## config.mk

```make
export PLATFORM = sky130hd
export DESIGN_NAME = bfp_top
export DESIGN_NICKNAME = d
export VERILOG_FILES = /design/src/verilog/bfp_pkg.sv /design/src/verilog/bfp_sync_if.sv /design/src/verilog/bfp_sync.sv /design/src/verilog/bfp_cycle_det.sv /design/src/verilog/bfp_top.sv
export SDC_FILE = /design/constraint.sdc
export NUM_CORES = 1
export LEC_CHECK = 0
export BUFFER_PORTS_ARGS = -buffer_cell sky130_fd_sc_hd__buf_2
export CAP_MARGIN = 20
export CELL_PAD_IN_SITES_DETAIL_PLACEMENT = 1
export CELL_PAD_IN_SITES_GLOBAL_PLACEMENT = 1
export CORE_ASPECT_RATIO = 1.5
export CORE_MARGIN = 2
export CORE_UTILIZATION = 50
export CTS_CLUSTER_DIAMETER = 60
export DETAILED_ROUTE_END_ITERATION = 10
export GPL_ROUTABILITY_DRIVEN = 0
export PLACE_DENSITY_LB_ADDON = 0.3
export SYNTH_ARGS = -nofsm -noshare
export SYNTH_HDL_FRONTEND = slang
export SYNTH_HIERARCHICAL = 1
export SYNTH_SLANG_ARGS = --single-unit
```

## constraint.sdc

```tcl
create_clock -name i_clk -period 3.4 [get_ports i_clk]
set_clock_uncertainty 0.1 [all_clocks]
set_input_delay 0.68 -clock i_clk [delete_from_list [all_inputs] [get_ports i_clk]]
set_output_delay 0.68 -clock i_clk [all_outputs]
set_load 0.02 [all_outputs]
```

## src/verilog/bfp_pkg.sv

```systemverilog
package bfp_pkg;
    // Clock rate in kHz and derived timing
    localparam int CLK_KHZ         = 20000;
    // Hiccup wait in microseconds (1.28 ms)
    localparam int HICCUP_US       = 1280;
    localparam int HICCUP_CYC      = (HICCUP_US * CLK_KHZ) / 1000;
    // Over-voltage deglitch in microseconds
    localparam int OV_DEGLITCH_US  = 20;
    localparam int OV_DEGLITCH_CYC = (OV_DEGLITCH_US * CLK_KHZ) / 1000;
    // Overcurrent counting figures
    localparam int OC_QUIET_CYCLES = 32;
    localparam int OC_TRIP_COUNT   = 5;
    // Controller states
    typedef enum logic [2:0] {
        BFP_OFF     = 3'b000,
        BFP_WAIT_SS = 3'b001,
        BFP_RUN     = 3'b010,
        BFP_HIC_LS  = 3'b011,
        BFP_HIC_IDL = 3'b100
    } bfp_state_t;
endpackage

```

## src/verilog/bfp_sync_if.sv

```systemverilog
`timescale 1ns/10ps
// Carries synchronised comparator levels to the controller
interface bfp_sync_if;
    logic oc;       // Overcurrent
    logic neg_sw;   // Phase node above +100 mV
    logic zero_i;   // Inductor current at zero
    logic ss_gt_fb; // Soft-start above feedback
    logic prebias;  // Output above nominal
    logic fb_hi94;  // Feedback above 94 %
    logic fb_lo91;  // Feedback below 91 %
    logic ov117;    // Feedback above 117 %
    logic ov_lo115; // Feedback below 115 %
    logic ss_564;   // Soft-start above 564 mV
    logic low_det;  // Output low detect
    logic therm;    // Thermal shutdown
    logic enable;   // Enable level
    modport src (output oc, neg_sw, zero_i, ss_gt_fb, prebias, fb_hi94,
                  fb_lo91, ov117, ov_lo115, ss_564, low_det, therm, enable);
    modport dst (input oc, neg_sw, zero_i, ss_gt_fb, prebias, fb_hi94,
                 fb_lo91, ov117, ov_lo115, ss_564, low_det, therm, enable);
endinterface

```

## src/verilog/bfp_sync.sv

```systemverilog
`timescale 1ns/10ps
// Three-stage synchroniser bank; output changes when stages two and three agree
module bfp_sync #(
    parameter int W = 13
) (
    input  wire logic         i_clk,
    input  wire logic         i_srst,
    input  wire logic [W-1:0] i_async,
    output logic      [W-1:0] o_sync
);
    // Refuse an empty bank
    initial begin
        if (W < 1) begin
            $error("bfp_sync: width must be positive");
        end
    end
    genvar g;
    generate
        for (g = 0; g < W; g = g + 1) begin : g_bit
            logic s1_reg;  // First stage, read only by second
            logic s2_reg;  // Second stage
            logic s3_reg;  // Third stage
            logic out_reg; // Qualified level
            // Shift chain and agreement check
            always_ff @(posedge i_clk) begin
                if (i_srst) begin
                    s1_reg  <= 1'b0;
                    s2_reg  <= 1'b0;
                    s3_reg  <= 1'b0;
                    out_reg <= 1'b0;
                end else begin
                    s1_reg <= i_async[g];
                    s2_reg <= s1_reg;
                    s3_reg <= s2_reg;
                    if (s2_reg == s3_reg) begin
                        out_reg <= s3_reg;
                    end
                end
            end
            assign o_sync[g] = out_reg;
        end
    endgenerate
endmodule

```

## src/verilog/bfp_cycle_det.sv

```systemverilog
`timescale 1ns/10ps
// Turns the switching-cycle clock pin into a one-cycle start pulse
module bfp_cycle_det (
    input  wire logic i_clk,
    input  wire logic i_srst,
    input  wire logic i_pwm_clk,
    output logic      o_cycle_start
);
    logic s1_reg;   // First stage, read only by second
    logic s2_reg;   // Second stage
    logic s3_reg;   // Third stage
    logic lvl_reg;  // Qualified level
    logic lvl_d_reg; // Delayed level for edge detect
    // Synchronise and qualify
    always_ff @(posedge i_clk) begin
        if (i_srst) begin
            s1_reg    <= 1'b0;
            s2_reg    <= 1'b0;
            s3_reg    <= 1'b0;
            lvl_reg   <= 1'b0;
            lvl_d_reg <= 1'b0;
        end else begin
            s1_reg    <= i_pwm_clk;
            s2_reg    <= s1_reg;
            s3_reg    <= s2_reg;
            lvl_d_reg <= lvl_reg;
            if (s2_reg == s3_reg) begin
                lvl_reg <= s3_reg;
            end
        end
    end
    // Rising edge marks a new switching cycle
    assign o_cycle_start = lvl_reg & ~lvl_d_reg;
endmodule

```

## src/verilog/bfp_top.sv

```systemverilog
`timescale 1ns/10ps
// Notes on behaviour
// - Overcurrent blanks high side for rest of cycle
// - Count events; clear after 32 quiet cycles
// - Five counted events enter hiccup
// - Hiccup waits 1.28 ms then restarts
// - Hiccup entry: high side off, low on
// - Hiccup: low side off once current reaches zero
// - Hiccup discharges the soft-start capacitor
// - Thermal fault holds both gates off
// - Thermal fault forces supply_ok low
// - Negative limit only during output overvoltage
// - Negative limit: low side off above 100 mV in BFP_RUN
// - Output-low detect affects only supply_ok
// - Supply_ok up above 94%, down below 91%
// - Overvoltage 117% drops flag after 20 us
// - No switching until soft-start exceeds feedback
// - No switching when output pre-biased high
// - Dead time keeps gates never both on
// - Fault conditions pull supply_ok low
// - Discharge soft-start on enable, lockout, thermal
// - Supply_ok low until soft-start above 564 mV
module bfp_top
    import bfp_pkg::*;
#(
    parameter int HICCUP_CYCLES = bfp_pkg::HICCUP_CYC,
    parameter int DEAD_CYCLES   = 2
) (
    // Clock and reset
    input  wire logic i_clk,
    input  wire logic i_srst,
    // Supply and enable
    input  wire logic i_uvlo,
    input  wire logic i_enable,
    // Switching cycle and modulator
    input  wire logic i_pwm_clk,
    input  wire logic i_pwm_hs_req,
    // Comparator results
    input  wire logic i_oc_det,
    input  wire logic i_phase_node_pos,
    input  wire logic i_zero_current,
    input  wire logic i_ss_above_feedback,
    input  wire logic i_prebias_high,
    input  wire logic i_feedback_input_94,
    input  wire logic i_feedback_input_91,
    input  wire logic i_output_high_detect,
    input  wire logic i_feedback_input_115,
    input  wire logic i_ss_above_564mv,
    input  wire logic i_output_low_detect,
    input  wire logic i_thermal_fault,
    // Gate commands and status
    output logic      o_hs_gate_en,
    output logic      o_ls_gate_en,
    output logic      o_supply_ok_flag,
    output logic      o_supply_ok_oe_n,
    output logic      o_ss_discharge,
    output logic      o_hiccup,
    output logic      o_ilim_neg_en
);
    import bfp_pkg::*;

    // Refuse counts that the logic cannot serve
    initial begin
        if (HICCUP_CYCLES < 1 || DEAD_CYCLES < 1 || DEAD_CYCLES > 15) begin
            $error("bfp_top: bad timing parameter");
        end
    end

    localparam int HW = $clog2(HICCUP_CYCLES + 1);
    localparam int GW = $clog2(OV_DEGLITCH_CYC + 1);
    localparam logic [HW-1:0] HIC_LAST = HW'(HICCUP_CYCLES - 1);
    localparam logic [GW-1:0] OVG_LAST = GW'(OV_DEGLITCH_CYC - 1);
    localparam logic [5:0]    QUIET_LAST = 6'(OC_QUIET_CYCLES - 1);
    localparam logic [2:0]    TRIP_LAST  = 3'(OC_TRIP_COUNT - 1);
    localparam logic [3:0]    DEAD_LAST  = 4'(DEAD_CYCLES - 1);

    // Synchronised comparator bundle
    bfp_sync_if sif ();
    logic [12:0] raw_in;  // Raw comparator levels
    logic [12:0] syn_out; // Qualified levels
    logic        cycle_start; // New switching cycle pulse

    assign raw_in = {i_oc_det, i_phase_node_pos, i_zero_current,
                     i_ss_above_feedback, i_prebias_high,
                     i_feedback_input_94, i_feedback_input_91,
                     i_output_high_detect, i_feedback_input_115,
                     i_ss_above_564mv, i_output_low_detect,
                     i_thermal_fault, i_enable};

    // Comparator synchronisers
    bfp_sync #(.W(13)) u_sync (
        .i_clk   (i_clk),
        .i_srst  (i_srst),
        .i_async (raw_in),
        .o_sync  (syn_out)
    );

    assign sif.oc       = syn_out[12];
    assign sif.neg_sw   = syn_out[11];
    assign sif.zero_i   = syn_out[10];
    assign sif.ss_gt_fb = syn_out[9];
    assign sif.prebias  = syn_out[8];
    assign sif.fb_hi94  = syn_out[7];
    assign sif.fb_lo91  = syn_out[6];
    assign sif.ov117    = syn_out[5];
    assign sif.ov_lo115 = syn_out[4];
    assign sif.ss_564   = syn_out[3];
    assign sif.low_det  = syn_out[2];
    assign sif.therm    = syn_out[1];
    assign sif.enable   = syn_out[0];

    // Switching-cycle edge detector
    bfp_cycle_det u_cyc (
        .i_clk         (i_clk),
        .i_srst        (i_srst),
        .i_pwm_clk     (i_pwm_clk),
        .o_cycle_start (cycle_start)
    );

    // Undervoltage lockout sampled like any pin
    logic uvlo_s1_reg;  // First stage
    logic uvlo_s2_reg;  // Second stage
    logic uvlo_s3_reg;  // Third stage
    logic uvlo_reg;     // Qualified lockout
    always_ff @(posedge i_clk) begin
        if (i_srst) begin
            uvlo_s1_reg <= 1'b1;
            uvlo_s2_reg <= 1'b1;
            uvlo_s3_reg <= 1'b1;
            uvlo_reg    <= 1'b1;
        end else begin
            uvlo_s1_reg <= i_uvlo;
            uvlo_s2_reg <= uvlo_s1_reg;
            uvlo_s3_reg <= uvlo_s2_reg;
            if (uvlo_s2_reg == uvlo_s3_reg) begin
                uvlo_reg <= uvlo_s3_reg;
            end
        end
    end

    // Global stop conditions
    logic halt;   // Any condition that stops the controller
    logic en_d_reg; // Previous enable for cycling detect
    assign halt = uvlo_reg | sif.therm | ~sif.enable;

    // Controller state
    bfp_state_t state_reg;
    bfp_state_t state_next;
    logic [2:0]    oc_cnt_reg;    // Overcurrent event count
    logic [5:0]    quiet_reg;     // Event-free cycle count
    logic          oc_seen_reg;   // Event in current cycle
    logic [HW-1:0] hic_cnt_reg;   // Hiccup wait timer
    logic          hs_blank_reg;  // High side blanked this cycle
    logic          oc_rise;       // New overcurrent event
    logic          oc_d_reg;      // Delayed overcurrent level
    logic          trip;          // Hiccup trigger
    logic          hic_done;      // Hiccup wait expired
    logic          hs_reg;        // High-side command
    logic          ls_reg;        // Low-side command

    assign oc_rise  = sif.oc & ~oc_d_reg;
    assign trip     = oc_rise & (oc_cnt_reg == TRIP_LAST);
    assign hic_done = (hic_cnt_reg == HIC_LAST);

    // Next-state decode
    always_comb begin
        state_next = state_reg;
        case (state_reg)
            BFP_OFF: begin
                if (!halt) begin
                    state_next = BFP_WAIT_SS;
                end
            end
            BFP_WAIT_SS: begin
                if (sif.ss_gt_fb && !sif.prebias) begin
                    state_next = BFP_RUN;
                end
            end
            BFP_RUN: begin
                if (trip) begin
                    state_next = BFP_HIC_LS;
                end
            end
            BFP_HIC_LS: begin
                if (sif.zero_i && ls_reg) begin
                    state_next = BFP_HIC_IDL;
                end
            end
            BFP_HIC_IDL: begin
                if (hic_done) begin
                    state_next = BFP_OFF;
                end
            end
            default: begin
                state_next = BFP_OFF;
            end
        endcase
        if (halt) begin
            state_next = BFP_OFF;
        end
    end

    // State register and overcurrent bookkeeping
    always_ff @(posedge i_clk) begin
        if (i_srst) begin
            state_reg <= BFP_OFF;
            oc_d_reg  <= 1'b0;
            en_d_reg  <= 1'b0;
        end else begin
            state_reg <= state_next;
            oc_d_reg  <= sif.oc;
            en_d_reg  <= sif.enable;
        end
    end

    // Event counter and quiet-cycle counter
    always_ff @(posedge i_clk) begin
        if (i_srst || state_reg != BFP_RUN || trip) begin
            oc_cnt_reg  <= 3'h0;
            quiet_reg   <= 6'h00;
            oc_seen_reg <= 1'b0;
        end else begin
            if (oc_rise) begin
                oc_cnt_reg <= oc_cnt_reg + 3'h1;
            end
            if (cycle_start) begin
                oc_seen_reg <= oc_rise;
                if (oc_seen_reg || oc_rise) begin
                    quiet_reg <= 6'h00;
                end else if (quiet_reg == QUIET_LAST) begin
                    quiet_reg  <= 6'h00;
                    if (!oc_rise) begin
                        oc_cnt_reg <= 3'h0;
                    end
                end else begin
                    quiet_reg <= quiet_reg + 6'h01;
                end
            end else if (oc_rise) begin
                oc_seen_reg <= 1'b1;
            end
        end
    end

    // Cycle-by-cycle high-side blanking
    always_ff @(posedge i_clk) begin
        if (i_srst) begin
            hs_blank_reg <= 1'b0;
        end else if (sif.oc) begin
            hs_blank_reg <= 1'b1;
        end else if (cycle_start) begin
            hs_blank_reg <= 1'b0;
        end
    end

    // Hiccup wait timer on the fixed system clock
    always_ff @(posedge i_clk) begin
        if (i_srst || state_reg != BFP_HIC_IDL) begin
            hic_cnt_reg <= '0;
        end else if (!hic_done) begin
            hic_cnt_reg <= hic_cnt_reg + HW'(1);
        end
    end

    // Overvoltage deglitch and hysteresis
    logic [GW-1:0] ovg_cnt_reg; // Deglitch timer
    logic          ov_reg;      // Qualified overvoltage
    always_ff @(posedge i_clk) begin
        if (i_srst) begin
            ovg_cnt_reg <= '0;
            ov_reg      <= 1'b0;
        end else if (sif.ov117 && !ov_reg) begin
            if (ovg_cnt_reg == OVG_LAST) begin
                ov_reg <= 1'b1;
            end else begin
                ovg_cnt_reg <= ovg_cnt_reg + GW'(1);
            end
        end else begin
            ovg_cnt_reg <= '0;
            if (sif.ov_lo115) begin
                ov_reg <= 1'b0;
            end
        end
    end

    // Regulation window with 94/91 hysteresis
    logic reg_ok_reg; // Output in regulation
    always_ff @(posedge i_clk) begin
        if (i_srst) begin
            reg_ok_reg <= 1'b0;
        end else if (sif.fb_lo91) begin
            reg_ok_reg <= 1'b0;
        end else if (sif.fb_hi94) begin
            reg_ok_reg <= 1'b1;
        end
    end

    // Supply-ok decision
    logic ok_next; // Flag value to register
    logic ok_reg;  // Registered flag
    assign ok_next = reg_ok_reg & ~ov_reg & ~sif.low_det
                   & ~sif.therm & ~uvlo_reg
                   & ~hs_blank_reg & sif.ss_564
                   & (state_reg == BFP_RUN);
    always_ff @(posedge i_clk) begin
        if (i_srst) begin
            ok_reg <= 1'b0;
        end else begin
            ok_reg <= ok_next;
        end
    end

    // Raw gate requests before dead time
    logic hs_want; // High side wanted
    logic ls_want; // Low side wanted
    logic neg_cut; // Negative limit cut
    assign neg_cut = ov_reg & sif.neg_sw;
    assign hs_want = (state_reg == BFP_RUN) & i_pwm_hs_req
                   & ~hs_blank_reg & ~sif.oc;
    assign ls_want = ((state_reg == BFP_RUN) & ~i_pwm_hs_req & ~neg_cut)
                   | (state_reg == BFP_HIC_LS);

    // Dead time: a gate turns on only after both were off long enough
    logic [3:0] dead_reg; // Cycles both gates off
    always_ff @(posedge i_clk) begin
        if (i_srst || halt) begin
            hs_reg   <= 1'b0;
            ls_reg   <= 1'b0;
            dead_reg <= 4'h0;
        end else begin
            hs_reg <= hs_reg & hs_want;
            ls_reg <= ls_reg & ls_want;
            if (hs_reg || ls_reg) begin
                dead_reg <= 4'h0;
            end else if (dead_reg != DEAD_LAST) begin
                dead_reg <= dead_reg + 4'h1;
            end else if (hs_want) begin
                hs_reg <= 1'b1;
            end else if (ls_want) begin
                ls_reg <= 1'b1;
            end
        end
    end

    // Outputs
    assign o_hs_gate_en     = hs_reg;
    assign o_ls_gate_en     = ls_reg;
    assign o_supply_ok_flag = ok_reg;
    assign o_supply_ok_oe_n = ok_reg;  // Low while pulling the pin low
    assign o_ss_discharge   = (state_reg == BFP_OFF)
                            | (state_reg == BFP_HIC_LS)
                            | (state_reg == BFP_HIC_IDL)
                            | (en_d_reg & ~sif.enable);
    assign o_hiccup         = (state_reg == BFP_HIC_LS)
                            | (state_reg == BFP_HIC_IDL);
    assign o_ilim_neg_en    = ov_reg;
endmodule

```

==> results of run 1 <==
[cells by family after synthesis]
| logic type | after synthesis |
|---|---|
| multiplexers | 6 |
| buffers and inverters | 34 |
| adder cells (fa/ha/maj) | 8 |
| XOR/XNOR | 12 |
| AND/OR/NAND/NOR | 203 |
| AO/OA/AOI/OAI | 75 |
| flip-flops | 110 |
[cell usage after synthesis, types with 2 or more instances]
library cell  count
a21oi_1          32
a31oi_1           3
nor3_1           12
inv_1             8
nor2_1           41
nor2b_1          48
nand4_1           6
nand3_1          11
nand2b_1          8
or4_1             3
nand3b_1          3
dfxtp_1         110
o211ai_1          2
nor4_1            6
ha_1              8
a311oi_1          3
o21ai_0          23
nand2_1          40
xor2_1            6
buf_6             5
mux2i_1           6
xnor2_1           6
o2111ai_1         2
buf_4            14
or3_1             5
clkbuf_1          6
and3_1            5
or2_2             4
[metal layers]
metal	vias to the layer above	track usage [%]	wire [um]
met5	-	0	0
met4	0	10.5	230
met3	20	3.01	178
met2	45	38.2	4890
met1	1502	21.7	3500
li1	1547	-	-
[metrics by stage]
step                      cells  util [%]  instance area [um2]  setup WS [ns]  power (uW)
after floorplan             448         -                 4200           1.59        1380
after global placement      556      51.6                 4290           1.15        1390
after detailed placement    556      51.6                 4290           1.13        1390
after CTS                   572      55.1                 4580           1.23        2400
after global routing        572      55.1                 4580           1.11        2470
final                       572      55.1                 4580           1.21        2380
[path summary, 6_finish.rpt]
| kind | end | slack, ns | cells past startpoint |
|---|---|---|---|
| worst min-delay path | uvlo_s2_reg | 0.34 | 1 |
| worst max register to register | quiet_reg[3] | 1.40 | 5 |
| worst max-delay path | o_ss_discharge | 1.21 | 4 |
| worst min register to register | uvlo_s2_reg | 0.34 | 1 |
[cell type report]
cell class	count	area (um2)	share of cell area (%)
clock buffer	11	253	5.52
clock inverter	5	40.0	0.874
inverter	8	30.0	0.656
multi-input combinational	304	1780	38.8
sequential	110	2200	48.1
tap	107	134	2.92
timing repair buffer	27	143	3.11
[power by group through the flow]
| stage | sequential [uW] | combinational [uW] | clock (uW) |
|---|---|---|---|
| finish | 1320 | 42.2 | 1020 |
| global route | 1320 | 47.5 | 1100 |
| CTS | 1320 | 43.3 | 1040 |
| detailed placement | 1350 | 42.8 | 0 |
| global placement | 1350 | 40.5 | 0 |
| floorplan | 1340 | 31.3 | 0 |
==> results.cfg, run 1 <==
[yosys]
async_reset_ff_share_pct = 0
synth_flop_cell = dfxtp_1
post_synth_inst_count = 448
ys_seq_area_share_pct = 52.4
synthAdderAreaFrac_pct = 2.38
yosysWarnings = 6
muxShareOfSynthArea_pct = 1.43
synth_xor_area_share_pct = 2.50
synth-simple-area-share_pct = 25.6
synth_fp_nets = 474
synth_top_area_share_pct = 52.4
syn_area_mm2 = 0.00420
synth_area_leaders = dfxtp_1 (52%), nor2b_1 (7.1%), a21oi_1 (3.8%)
syn_avg_cell_area_um2 = 9.38
synth-compound-area-share_pct = 10.4
synth.distinct_cells = 50
synth-edff-count = 0
synth_top_family_by_area = simple AND/OR/NAND/NOR gates
yosys.area.top_type = dfxtp_1
ys_seq_elements = 110

[final_layout]
layout_commonest_cell = dfxtp_1
area_growth_pct = 9.06
largest_register_ffs = 15
n_antenna_cell = 0
nNetsFinal = 486
fillers = 1006
drive_gt1_share_pct = 11.2
final_cell_mix = dfxtp_1 (110), nor2b_1 (48), nor2_1 (41), nand2_1 (40), a21oi_1 (32)

[pwr]
p_seq_share_pct = 55.5
p_comb_share_pct = 1.8
power.switching_uw = 500
intPower_uw = 1880
vdd_drop_max_mv = 0.401
p_sw_share_pct = 21.1
leakagePower_uw = 0.00170
p_per_area_mw_per_mm2 = 519
pwr-share-clk_pct = 42.7

[sta]
slew_violations = 0
hold_viol_final = 0
tns_ns = 0
relSlewSlack_pct = 56.6
min_period_ns = 2.19
setup_viol = 0
tightest_slew_ns = 0.650
timing.fmax_mhz = 457
fin_crit_sh_pct = 64.4
timing.hold.ws_ns = 0.337
rsz0062_at_grt = false

[global_route]
grt_pass1_wl_mm = 14.6
grt_usage_pct = 20.3
grt_start_max_net_pins = 45
grt-ovfl-total = 0
grt_pass1_vias = 3227
antenna_found_initial = 0

[drt]
viasPerCell = 5.44
vias = 3114
ant_nets = 0
avgRoutedWirePerCell_um = 15.4
routed_wl_mm = 8.79
drt_iter0_drc = 84
drc = 0
first_pass_iters = 4

[cts]
clockBufferDepth = 2
clkTransAtPathRegs_ns = 0.07
numCtsBuffers = 9
post-cts-setup-buffers = 0
clk_latency_ns = 0.34
cts_resized = 0
cts.htree.levels = 3
clkSinkCount = 110
root_buffer = clkbuf_16
cts_tree = built
cts-hold-fix-buffers = 0

[die]
fp-row-count = 41
dieArea_mm2 = 0.00916
core_area_mm2 = 0.00831
initial_core_util_pct = 50.5
die_width_um = 78.8
io_pins = 25
die_h_um = 116

[worst_setup_path]
worstSetupPathType = reg -> out
critPathSlowestCell = dfxtp_1
setup.worst_path.end_class = output pin
required_ns = 2.62
path_delay_family = flip-flops
worstPathBufferInverterCount = 1
start_kind = flop
cpPeakStageDelay_ns = 0.52
startpoint = state_reg[1]
path_cells = nor2_1 -> a21oi_1 -> nand2_1 -> buf_2
arrival_ns = 1.41
rr_startpoint = u_cyc/lvl_reg
cp_max_fo = 7

[worst_hold_path]
hp-start = uvlo_s1_reg
hold_class = reg -> reg

[flow_run]
maxCapViolCount = 0

[placement]
dpl.hpwl_mm = 6.11
port_buffers = 24

[outcome]
status = complete, no violations
(Power assumes the default switching activity.)
==> run 2, diff against run 1 <==
- CORE_UTILIZATION: 50 -> 46
- clock period: 3.4 -> 2.1 ns (I/O delays scaled with it)
==> results.cfg, run 2 (same netlist as run 1, synthesis figures left out) <==
[sta]
tns_ns = 0
min_period_ns = 1.97
rsz0062_at_grt = false
tightest_slew_ns = 0.566
hold_viol_final = 0
setup_viol = 0
fin_crit_sh_pct = 93.6
slew_violations = 0
timing.fmax_mhz = 509
relSlewSlack_pct = 62.0

[final_layout]
multi_input_area_mm2 = 0.00178
nNetsFinal = 490
final_area_mm2 = 0.00462
area_growth_pct = 9.89
regArea_mm2 = 0.00220
final_cell_mix = dfxtp_1 (110), nor2b_1 (48), nor2_1 (41), nand2_1 (40), a21oi_1 (32)
layout_commonest_cell = dfxtp_1
largest_register_ffs = 15
n_antenna_cell = 0
fillers = 1029
drive_gt1_share_pct = 11.7

[placement]
port_buffers = 24
placed_cell_area_mm2 = 0.00432
dpl.hpwl_mm = 5.77

[cts]
root_buffer = clkbuf_16
clkSinkCount = 110
clockBufferDepth = 2
cts.htree.levels = 3
clk_latency_ns = 0.34
cts_tree = built
cts-hold-fix-buffers = 0
numCtsBuffers = 9
cts_resized = 0
post-cts-setup-buffers = 0
clkTransAtPathRegs_ns = 0.07

[drt]
drt_iter0_drc = 96
vias = 3053
viasPerCell = 5.27
dr_wl_met3_um = 235
drc = 0
routed_wl_mm = 8.04
ant_nets = 0
wl_met1_mm = 3.46
first_pass_iters = 4
top_layer = met4
dr_wl_met2_mm = 4.23
avgRoutedWirePerCell_um = 13.9

[worst_setup_path]
worstSetupPathType = reg -> reg
cp_max_fo = 10
arrival_ns = 2.13
setup.worst_path.end_class = flop
required_ns = 2.27
start_kind = flop

[die]
core_area_mm2 = 0.00883
die_width_um = 82.0
die_h_um = 121
fp-row-count = 42
io_pins = 25
dieArea_mm2 = 0.00993
initial_core_util_pct = 47.6

[pwr]
leakagePower_uw = 0.00172
vdd_drop_max_mv = 0.674
p_per_area_mw_per_mm2 = 834

[global_route]
grt_pass1_vias = 3090
grt_usage_pct = 17.3
antenna_found_initial = 0
grt-ovfl-total = 0
grt_start_max_net_pins = 37
grt_pass1_wl_mm = 13.5

[outcome]
status = complete, no violations

[worst_hold_path]
hold_class = in -> reg

[flow_run]
maxCapViolCount = 0
[run 2: changes by cell type in the layout (fill, tap and decap cells not counted)]
cell / change
inv_6: -1
clkinv_2: -1
inv_8: +1
buf_4: +4
clkbuf_1: +1
[run 2: layer usage]
metal  vias to the layer above  global-route usage, %
met5                         -                      0
met4                         0                   5.73
met3                         6                   4.17
met2                        26                   32.2
met1                      1469                   18.5
li1                       1552                      -
[run 2: worst paths after layout]
check / end / depth (start not counted) / from / slack [ns]
worst max-delay path: oc_cnt_reg[1] / 6 / oc_cnt_reg[0] / 0.13
worst min-delay path: uvlo_s1_reg / 2 / i_uvlo / 0.16
worst max register to register: oc_cnt_reg[1] / 6 / oc_cnt_reg[0] / 0.13
worst min register to register: uvlo_s2_reg / 1 / uvlo_s1_reg / 0.31
[run 2: layout make-up]
cell class,count,share of cell area [%]
clock inverters,4,0.813
well taps,110,2.98
clock buffers,12,5.56
inverters,8,0.651
flip-flops and latches,110,47.7
multi-input cells,304,38.5
repair buffers,31,3.74
[run 2: report_power, final]
group / leakage, uW / internal, uW / switching, uW
registers: 0.000894 / 2120 / 13.1
clock network: 0.000146 / 890 / 757
logic: 0.000679 / 34.8 / 33.2
total: 0.00172 / 3040 / 804
[run 2: worst max-delay path, stage by stage, from the launching register on]
cell,delay (ns)
dfxtp_1,0.35
inv_1,0.07
ha_1,0.19
and4b_1,0.17
or4_1,0.58
or2_1,0.31
nor2_1,0.13
[run 2: stage by stage]
stage | std cells | hold slack, ns | total power, uW | utilization [%] | worst slack (ns)
2_1_floorplan | 448 | 0.289 | 2230 | - | 0.377
3_3_place_gp | 563 | 0.296 | 2250 | 49.0 | 0.240
3_5_place_dp | 563 | 0.296 | 2250 | 49.0 | 0.149
4_1_cts | 579 | 0.152 | 3890 | 52.3 | 0.131
5_1_grt | 579 | 0.149 | 3980 | 52.3 | 0.0271
6_report | 579 | 0.160 | 3850 | 52.3 | 0.135
